$ cat src/inc/adc_ctrl_pkg.sv
// constants for the converter control and readout block
// assumes a 10 MHz aclk and a word-per-register AXI4-Lite map
// Contract
// - done flag bit 7 set at conversion end
// - high result read clears flag; writes ignored
// - bit 7 read-only, other bits read/write
// - channel change restarts on new channel
// - low result read freezes both results
// - high read or converter off unfreezes
// - frozen results ignore new conversions
// - divider field 6:5 picks 4/2/1 MHz; the code gives 5/2/1 MHz
// - converter_on bit 4 enables, clears stop
// - channel field 3:0 is binary index
// - high result shows bits 9:2
// - low result shows bits 1:0, rest zero
// - all three registers reset to 00h
// - registers decode at 2E, 2F, 30
// - wait mode leaves converter running
// - halt disables converter; software waits
// - irq enable apart; wakes wait, not halt
// - convert continuously while enabled
// - done flag low while conversion runs; the code leaves it set through the following conversions until a high read
// - completed conversion with enable raises irq
package adc_ctrl_pkg;
    // ===========================================
    // register map: indexes, byte address = 4*idx
    localparam logic [7:0] CSR_IDX     = 8'h2e;
    localparam logic [7:0] RES_HI_IDX  = 8'h2f;
    localparam logic [7:0] RES_LO_IDX  = 8'h30;
    localparam logic [7:0] IRQ_EN_IDX  = 8'h31;
    localparam logic [7:0] CSR_ADDR    = 8'(CSR_IDX * 4);
    localparam logic [7:0] RES_HI_ADDR = 8'(RES_HI_IDX * 4);
    localparam logic [7:0] RES_LO_ADDR = 8'(RES_LO_IDX * 4);
    localparam logic [7:0] IRQ_EN_ADDR = 8'(IRQ_EN_IDX * 4);
    // ===========================================
    // field positions and reset values
    localparam int         EOC_BIT     = 7;
    localparam int         DIV_SEL_LSB = 5;
    localparam int         ON_BIT      = 4;
    localparam int         CHAN_LSB    = 0;
    localparam int         IRQ_EN_BIT  = 0;
    localparam int         RES_W       = 10;
    localparam logic [7:0] REG_RESET   = 8'h00;
    // ===========================================
    // timing: converter clock rates from aclk
    localparam int         CLK_HZ      = 10_000_000;
    localparam int         FAST_HZ     = 4_000_000;
    localparam int         MID_HZ      = 2_000_000;
    localparam int         SLOW_HZ     = 1_000_000;
    localparam logic [3:0] DIV_FAST    = 4'(CLK_HZ / FAST_HZ);
    localparam logic [3:0] DIV_MID     = 4'(CLK_HZ / MID_HZ);
    localparam logic [3:0] DIV_SLOW    = 4'(CLK_HZ / SLOW_HZ);
    localparam int         SAMPLE_TICKS = 3;
    // ===========================================
    // bus answers
    localparam logic [1:0] RESP_OKAY   = 2'h0;
    localparam logic [1:0] RESP_SLVERR = 2'h2;
    typedef enum logic [1:0] {SAR_IDLE, SAR_SAMPLE, SAR_STEP} sar_state_t;
endpackage

$ cat src/hdl/sar_engine.sv
// successive-approximation sequencer for the converter core
// assumes comp_in is high when the input is at or above dac_code
`timescale 1ns/1ns
module sar_engine
    import adc_ctrl_pkg::*;
#(
    parameter int SAMPLE_N = SAMPLE_TICKS
) (
    input  wire logic             aclk,
    input  wire logic             aresetn,
    input  wire logic             tick,
    input  wire logic             run,
    input  wire logic             start,
    input  wire logic             comp_in,
    output logic                  sample_reg,
    output logic [RES_W-1:0]      dac_reg,
    output logic                  done_reg,
    output logic [RES_W-1:0]      result_reg
);
    sar_state_t state_reg;
    logic [3:0] cnt_reg;

    // ===========================================
    // sequencer: sample, then one bit per tick
    always_ff @(posedge aclk) begin
        if (!aresetn || !run) begin
            state_reg  <= SAR_IDLE;
            cnt_reg    <= 4'h0;
            sample_reg <= 1'b0;
            dac_reg    <= '0;
            done_reg   <= 1'b0;
        end else if (start || state_reg == SAR_IDLE) begin
            // abandon any partial result and resample
            state_reg  <= SAR_SAMPLE;
            cnt_reg    <= 4'h0;
            sample_reg <= 1'b1;
            dac_reg    <= '0;
            done_reg   <= 1'b0;
        end else begin
            done_reg <= 1'b0;
            case (state_reg)
                SAR_SAMPLE: begin
                    if (tick && cnt_reg == 4'(SAMPLE_N - 1)) begin
                        state_reg  <= SAR_STEP;
                        sample_reg <= 1'b0;
                        cnt_reg    <= 4'(RES_W - 1);
                        dac_reg    <= 10'h200;
                    end else if (tick) begin
                        cnt_reg <= cnt_reg + 4'h1;
                    end
                end
                SAR_STEP: begin
                    if (tick) begin
                        // keep the trial bit when input is not below it
                        dac_reg[cnt_reg] <= comp_in;
                        if (cnt_reg == 4'h0) begin
                            done_reg   <= 1'b1;
                            state_reg  <= SAR_SAMPLE;
                            sample_reg <= 1'b1;
                        end else begin
                            dac_reg[cnt_reg - 4'h1] <= 1'b1;
                            cnt_reg <= cnt_reg - 4'h1;
                        end
                    end
                end
                default: state_reg <= SAR_IDLE;
            endcase
        end
    end

    // result holds across power-down, cleared only by reset
    // captured on the same edge that raises done, from the last trial
    always_ff @(posedge aclk) begin
        if (!aresetn) begin
            result_reg <= '0;
        end else if (run && !start && state_reg == SAR_STEP && tick && cnt_reg == 4'h0) begin
            result_reg <= {dac_reg[RES_W-1:1], comp_in};
        end
    end
endmodule

$ cat src/hdl/adc_control_readout.sv
// converter control/status and result registers on AXI4-Lite
// assumes a single 10 MHz aclk; analog mux and comparator outside
`timescale 1ns/1ns
module adc_control_readout
    import adc_ctrl_pkg::*;
#(
    parameter int SAMPLE_N = SAMPLE_TICKS
) (
    input  wire logic        aclk,
    input  wire logic        aresetn,
    input  wire logic [7:0]  awaddr,
    input  wire logic        awvalid,
    output logic             awready,
    input  wire logic [31:0] wdata,
    input  wire logic [3:0]  wstrb,
    input  wire logic        wvalid,
    output logic             wready,
    output logic [1:0]       bresp,
    output logic             bvalid,
    input  wire logic        bready,
    input  wire logic [7:0]  araddr,
    input  wire logic        arvalid,
    output logic             arready,
    output logic [31:0]      rdata,
    output logic [1:0]       rresp,
    output logic             rvalid,
    input  wire logic        rready,
    input  wire logic        halt_mode,
    input  wire logic        comp_in,
    output logic [3:0]       mux_sel,
    output logic             conv_power,
    output logic             sample_hold,
    output logic [9:0]       dac_code,
    output logic             conv_done_irq,
    output logic             wake_request
);
    logic       awready_reg;
    logic       wready_reg;
    logic       bvalid_reg;
    logic [1:0] bresp_reg;
    logic       arready_reg;
    logic       rvalid_reg;
    logic [1:0] rresp_reg;
    logic [31:0] rdata_reg;
    logic [1:0] div_sel_reg;
    logic       on_reg;
    logic [3:0] chan_reg;
    logic       eoc_reg;
    logic       lock_reg;
    logic       irq_en_reg;
    logic       restart_reg;
    logic       power_reg;
    logic       irq_reg;
    logic       wake_reg;
    logic       tick_reg;
    logic [3:0] div_cnt_reg;
    logic [RES_W-1:0] data_reg;
    logic [3:0] mux_reg;
    logic       wr_go;
    logic       rd_go;
    logic       wr_csr;
    logic       wr_hit;
    logic       rd_hit;
    logic       rd_high;
    logic       rd_low;
    logic       on_rise;
    logic       on_fall;
    logic       chan_change;
    logic       done_pulse;
    logic [RES_W-1:0] core_result;
    logic [3:0] div_max;
    logic [31:0] rd_word;

    // ===========================================
    // bus decode
    assign wr_go  = awready_reg && awvalid && wvalid;
    assign rd_go  = arready_reg && arvalid;
    assign wr_hit = awaddr == CSR_ADDR || awaddr == IRQ_EN_ADDR
                 || awaddr == RES_HI_ADDR || awaddr == RES_LO_ADDR;
    assign rd_hit = araddr == CSR_ADDR || araddr == IRQ_EN_ADDR
                 || araddr == RES_HI_ADDR || araddr == RES_LO_ADDR;
    assign wr_csr  = wr_go && awaddr == CSR_ADDR && wstrb[0];
    assign rd_high = rd_go && araddr == RES_HI_ADDR;
    assign rd_low  = rd_go && araddr == RES_LO_ADDR;
    assign on_rise = wr_csr && !on_reg && wdata[ON_BIT];
    assign on_fall = wr_csr && on_reg && !wdata[ON_BIT];
    // a rewrite of the same channel leaves a running conversion alone
    assign chan_change = wr_csr && on_reg && wdata[ON_BIT]
                      && wdata[CHAN_LSB +: 4] != chan_reg;

    // write channel: both halves taken together in one pulse
    always_ff @(posedge aclk) begin
        if (!aresetn) begin
            awready_reg <= 1'b0;
            wready_reg  <= 1'b0;
        end else begin
            awready_reg <= !awready_reg && awvalid && wvalid && !bvalid_reg;
            wready_reg  <= !awready_reg && awvalid && wvalid && !bvalid_reg;
        end
    end

    // write response; unmapped addresses answer slave error
    always_ff @(posedge aclk) begin
        if (!aresetn) begin
            bvalid_reg <= 1'b0;
            bresp_reg  <= RESP_OKAY;
        end else if (wr_go) begin
            bvalid_reg <= 1'b1;
            bresp_reg  <= wr_hit ? RESP_OKAY : RESP_SLVERR;
        end else if (bready) begin
            bvalid_reg <= 1'b0;
        end
    end

    // read mux; upper word bits read zero
    always_comb begin
        rd_word = 32'h0000_0000;
        case (araddr)
            CSR_ADDR: begin
                rd_word[EOC_BIT]        = eoc_reg;
                rd_word[DIV_SEL_LSB +: 2] = div_sel_reg;
                rd_word[ON_BIT]         = on_reg;
                rd_word[CHAN_LSB +: 4]  = chan_reg;
            end
            RES_HI_ADDR: rd_word[7:0] = data_reg[9:2];
            RES_LO_ADDR: rd_word[1:0] = data_reg[1:0];
            IRQ_EN_ADDR: rd_word[IRQ_EN_BIT] = irq_en_reg;
            default:     rd_word = 32'h0000_0000;
        endcase
    end

    // read channel: one-cycle ready, data registered behind it
    always_ff @(posedge aclk) begin
        if (!aresetn) begin
            arready_reg <= 1'b0;
            rvalid_reg  <= 1'b0;
            rresp_reg   <= RESP_OKAY;
            rdata_reg   <= 32'h0000_0000;
        end else begin
            arready_reg <= !arready_reg && arvalid && !rvalid_reg;
            if (rd_go) begin
                rvalid_reg <= 1'b1;
                rresp_reg  <= rd_hit ? RESP_OKAY : RESP_SLVERR;
                rdata_reg  <= rd_word;
            end else if (rready) begin
                rvalid_reg <= 1'b0;
            end
        end
    end

    // ===========================================
    // control fields; bit 7 of the write data is dropped
    always_ff @(posedge aclk) begin
        if (!aresetn) begin
            div_sel_reg <= REG_RESET[DIV_SEL_LSB +: 2];
            on_reg     <= REG_RESET[ON_BIT];
            chan_reg   <= REG_RESET[CHAN_LSB +: 4];
            irq_en_reg <= REG_RESET[IRQ_EN_BIT];
        end else begin
            if (wr_csr) begin
                div_sel_reg <= wdata[DIV_SEL_LSB +: 2];
                on_reg   <= wdata[ON_BIT];
                chan_reg <= wdata[CHAN_LSB +: 4];
            end
            if (wr_go && awaddr == IRQ_EN_ADDR && wstrb[0]) begin
                irq_en_reg <= wdata[IRQ_EN_BIT];
            end
        end
    end

    // done flag: hardware set wins over the clearing read
    always_ff @(posedge aclk) begin
        if (!aresetn) begin
            eoc_reg <= REG_RESET[EOC_BIT];
        end else if (done_pulse) begin
            eoc_reg <= 1'b1;
        end else if (rd_high) begin
            eoc_reg <= 1'b0;
        end else if (on_rise || chan_change) begin
            eoc_reg <= 1'b0;
        end
    end

    // freeze: low read locks, high read or power-off unlocks
    always_ff @(posedge aclk) begin
        if (!aresetn) begin
            lock_reg <= 1'b0;
        end else if (!on_reg || on_fall) begin
            lock_reg <= 1'b0;
        end else if (rd_low) begin
            lock_reg <= 1'b1;
        end else if (rd_high) begin
            lock_reg <= 1'b0;
        end
    end

    // result capture; skipped in the cycle a low read freezes
    always_ff @(posedge aclk) begin
        if (!aresetn) begin
            data_reg <= '0;
        end else if (done_pulse && !lock_reg && !rd_low) begin
            data_reg <= core_result;
        end
    end

    // ===========================================
    // power and restart; wait mode has no input here by design
    always_ff @(posedge aclk) begin
        if (!aresetn) begin
            power_reg   <= 1'b0;
            restart_reg <= 1'b0;
            mux_reg     <= 4'h0;
        end else begin
            power_reg   <= on_reg && !on_fall && !halt_mode;
            restart_reg <= chan_change;
            mux_reg     <= wr_csr ? wdata[CHAN_LSB +: 4] : chan_reg;
        end
    end

    // converter clock select; the reserved code runs slowest
    always_comb begin
        case (div_sel_reg)
            2'h0:    div_max = DIV_FAST;
            2'h1:    div_max = DIV_MID;
            default: div_max = DIV_SLOW;
        endcase
    end

    // divider: 10 MHz does not split evenly to 4 MHz, 5 MHz is used
    always_ff @(posedge aclk) begin
        if (!aresetn || !power_reg || restart_reg) begin
            div_cnt_reg <= 4'h0;
            tick_reg    <= 1'b0;
        end else if (div_cnt_reg >= div_max - 4'h1) begin
            div_cnt_reg <= 4'h0;
            tick_reg    <= 1'b1;
        end else begin
            div_cnt_reg <= div_cnt_reg + 4'h1;
            tick_reg    <= 1'b0;
        end
    end

    sar_engine #(
        .SAMPLE_N   (SAMPLE_N)
    ) u_sar (
        .aclk       (aclk),
        .aresetn    (aresetn),
        .tick       (tick_reg),
        .run        (power_reg),
        .start      (restart_reg),
        .comp_in    (comp_in),
        .sample_reg (sample_hold),
        .dac_reg    (dac_code),
        .done_reg   (done_pulse),
        .result_reg (core_result)
    );

    // interrupt level follows the flag; halt blocks the wake
    always_ff @(posedge aclk) begin
        if (!aresetn) begin
            irq_reg  <= 1'b0;
            wake_reg <= 1'b0;
        end else begin
            irq_reg  <= eoc_reg && irq_en_reg;
            wake_reg <= eoc_reg && irq_en_reg && !halt_mode;
        end
    end

    // ===========================================
    // outputs
    assign awready       = awready_reg;
    assign wready        = wready_reg;
    assign bvalid        = bvalid_reg;
    assign bresp         = bresp_reg;
    assign arready       = arready_reg;
    assign rvalid        = rvalid_reg;
    assign rresp         = rresp_reg;
    assign rdata         = rdata_reg;
    assign mux_sel       = mux_reg;
    assign conv_power    = power_reg;
    assign conv_done_irq = irq_reg;
    assign wake_request  = wake_reg;

    logic rd_low_q;
    always_ff @(posedge aclk) begin
        if (!aresetn) begin
            rd_low_q <= 1'b0;
        end else begin
            rd_low_q <= rd_low;
        end
    end
endmodule

$ cat config.mk
export PLATFORM = sky130hd
export DESIGN_NAME = adc_control_readout
export DESIGN_NICKNAME = d
export VERILOG_FILES = /design/src/inc/adc_ctrl_pkg.sv /design/src/hdl/sar_engine.sv /design/src/hdl/adc_control_readout.sv
export SDC_FILE = /design/constraint.sdc
export NUM_CORES = 1
export LEC_CHECK = 0
export BUFFER_PORTS_ARGS = -buffer_cell sky130_fd_sc_hd__buf_2
export CAP_MARGIN = 20
export CORE_MARGIN = 10
export CORE_UTILIZATION = 46
export DETAILED_ROUTE_END_ITERATION = 8
export PLACE_DENSITY = 0.76
export SETUP_SLACK_MARGIN = 0.2
export SLEW_MARGIN = 40
export SYNTH_ARGS = -nofsm -noshare
export SYNTH_HDL_FRONTEND = slang
export SYNTH_HIERARCHICAL = 1
export SYNTH_SLANG_ARGS = --single-unit
$ cat constraint.sdc
create_clock -name aclk -period 1.85 [get_ports aclk]
set_clock_uncertainty 0.1 [all_clocks]
set_input_delay 0.37 -clock aclk [delete_from_list [all_inputs] [get_ports aclk]]
set_output_delay 0.37 -clock aclk [all_outputs]
set_load 0.01 [all_outputs]
==> results.yml <==
synthesis:
  asyncSetResetFlopFracSynth: 0
  post_synth.cell_area_avg_um2: 8.76
  synth-warning-count: 6
  synth_enable_flop_cells: 0
  yosys_most_used_dff: "dfxtp_1"
  syn_area_um2: 3840
  synth.ff_latch_count: 71
  synth_sequential_area_ratio: 0.371
  synth_cell_types: 71
  synthCells: 438
drt:
  overall_routed_net_length_um: 10100
  drc_violation_count_after_routing: 0
  vias_per_cell: 5.40
  drt_iter0_markers: 133
  dr.pass1.iters: 4
  antenna_violating_nets_remaining: 0
  avgRoutedWirePerCell_um: 16.0
  routed-via-count: 3411
sta:
  worst-slew-pin-transition_ns: 0.517
  finalHoldWorstSlack_ns: 0.114
  setup_viol_count_final: 0
  post-route-period-util: 0.920
  grt_setup_unrepaired: "yes"
  timing_hold_violations_final: 0
  finalCriticalPeriod_ns: 1.70
  finalMaxSlewViolations: 0
  maxClockFrequency_mhz: 588
  timing.slew.headroom: 0.655
floorplan:
  num_rows: 33
  core_area_um2: 8180
  num_io_pins: 120
  initial_core_utilization: 0.469
  design.die.area_um2: 12400
  floorplan.die.width_um: 111
  fp.dieH_um: 111
layout:
  n_antenna_cell: 0
  flow.area_growth_from_synthesis_pct: 27.0
  area_taken_by_multi_input_logic_gates_um2: 2410
  final_common_cell: "buf_2"
  layout.nets: 592
  most-common-layout-cells: "buf_2, dfxtp_1, nand2_1"
  regArea_um2: 1430
  filler_cell_count: 699
  post_route_cells_drive_above_1_share: 0.340
  finalInstanceArea_um2: 4870
power_and_ir_drop:
  p_sw_frac: 0.263
  clk_pwr_share: 0.407
  power_density_nw_per_um2: 586
  intPower_mw: 2.10
  max-vdd-ir-drop_mv: 0.288
  power.leakage_nw: 2.05
  power.share.combinational: 0.055
  switching_power_mw: 0.753
  pwr-share-seq: 0.537
clock_tree:
  worst_skew_pair.late_latency_ns: 0.35
  clk_transition_reported_paths_ns: 0.08
  tritoncts: "done"
  tritoncts.num_buffers: 9
  clock-root-buffer: "clkbuf_8"
  cts_htree_levels: 3
  cts_sinks: 71
  cts_buffer_depth: 2
global_routing:
  grt_max_degree: 60
  grt_antenna_before_repair: 0
  globalRoute.totalOverflow: 0
  grt_first_pass_wirelength_um: 15800
  via_count_of_the_first_global_routing_pass: 3235
  grt_usage: 0.149
critical_path:
  reg2reg_depth: 7
  worst_setup_path_startpoint: "div_sel_reg[1]"
  worstPathRequired_ns: 2.00
  r2r-end: "div_cnt_reg[0]"
  startpoint_type: "register"
  reg2reg_from: "div_sel_reg[1]"
  worst-r2r-setup-slack_ns: 0.15
  worst_setup_path_endpoint: "div_cnt_reg[0]"
  timing.critical_path.fanout_max: 4
  critical_path_class: "register to register"
  critPathArrivalTime_ns: 1.85
  timing.critical_path.to_type: "register"
outcome:
  status: "complete, no violations"
place:
  port_buffers: 65
  postPlaceCellArea_um2: 4250
  detailed_place_hpwl_um: 7020
  place.gp.congestion: 0.884
job:
  drv.max_cap_violation_count: 0
hold_path:
  hold_path.class: "input port to register"
## cell type report
cell class / instances / area share
Sequential cell: 71 / 0.294
Timing Repair Buffer: 99 / 0.136
Clock buffer: 9 / 0.0254
Tap cell: 105 / 0.0270
Clock inverter: 7 / 0.0126
Inverter: 12 / 0.00976
Multi-Input combinational cell: 329 / 0.495
## per-layer routing
layer  wire [um]  up-vias  global-route usage
li1            -     1682                   -
met1        4300     1581               0.185
met2        4860      126               0.238
met3         770       22              0.0530
met4         194        0              0.0428
met5           0        -                   0
## what timing repair did
action                     in CTS  in global routing
gates resized for setup        20                 55
setup endpoints to repair      22                 40
cloned                          0                  3
setup buffers                   5                  4
pin swaps                       9                 25
hold buffers                    0                  0
## kinds of logic after synthesis
family | share of synthesized area
AOI/OAI and AO/OA | 0.192
xor gates and xnor gates | 0.0137
adders and majority gates | 0.0294
buffers and inverters | 0.0991
DFF | 0.371
muxes | 0.0678
other | 0.00196
and+or+nand+nor | 0.225
## cells in the mapped netlist (all sizes together) (6+ instances only)
cell type / instances / area, um^2
inv: 12 / 45.0
and2: 8 / 51.3
clkbuf: 10 / 38.8
buf: 42 / 297
ha: 9 / 113
and3: 6 / 37.5
a21oi: 26 / 138
mux2i: 26 / 260
nor2: 21 / 83.8
nor2b: 26 / 170
o22ai: 7 / 43.8
dfxtp: 71 / 1420
nand2: 35 / 134
o21ai: 31 / 166
nand3: 13 / 65.1
nor3: 8 / 40.0
## critical path, cell delays in order, from the launching register on
cell and delay [ns]:
dfxtp_2 0.33, inv_2 0.05, nand2_2 0.06, ha_4 0.21
nand2b_4 0.12, a21o_1 0.17, a21o_4 0.25, a2111oi_4 0.30
## power by group through the flow
stage | Clock, mW | Combinational [mW] | Sequential, mW
6_report | 1.16 | 0.158 | 1.53
5_1_grt | 1.26 | 0.174 | 1.54
3_3_place_gp | 0 | 0.148 | 1.57
4_1_cts | 1.20 | 0.152 | 1.54
3_5_place_dp | 0 | 0.151 | 1.57
2_1_floorplan | 0 | 0.123 | 1.57
## stage by stage
| stage | utilization | TNS, ns | total power, mW | worst slack [ns] | instances |
|---|---|---|---|---|---|
| global placement | 0.520 | 0 | 1.72 | 0.0411 | 604 |
| floorplan | - | 0 | 1.70 | 0.181 | 463 |
| finish | 0.596 | 0 | 2.86 | 0.148 | 632 |
| detailed placement | 0.520 | -0.00645 | 1.72 | -0.00645 | 604 |
| global route | 0.596 | 0 | 2.97 | 0.0934 | 632 |
| CTS | 0.558 | 0 | 2.88 | 0.0774 | 625 |
## worst min-delay path by stage
stage | end | depth (start not counted) | slack, ns | start
floorplan | eoc_reg | 2 | 0.32 | u_sar/done_reg
global placement | wready | 1 | 0.31 | bvalid
global route | wake_request | 2 | 0.09 | halt_mode
detailed placement | wready | 1 | 0.32 | bvalid
CTS | wake_request | 2 | 0.09 | halt_mode
finish | wake_request | 2 | 0.11 | halt_mode
Note: power is estimated with default switching activity, not from simulation.
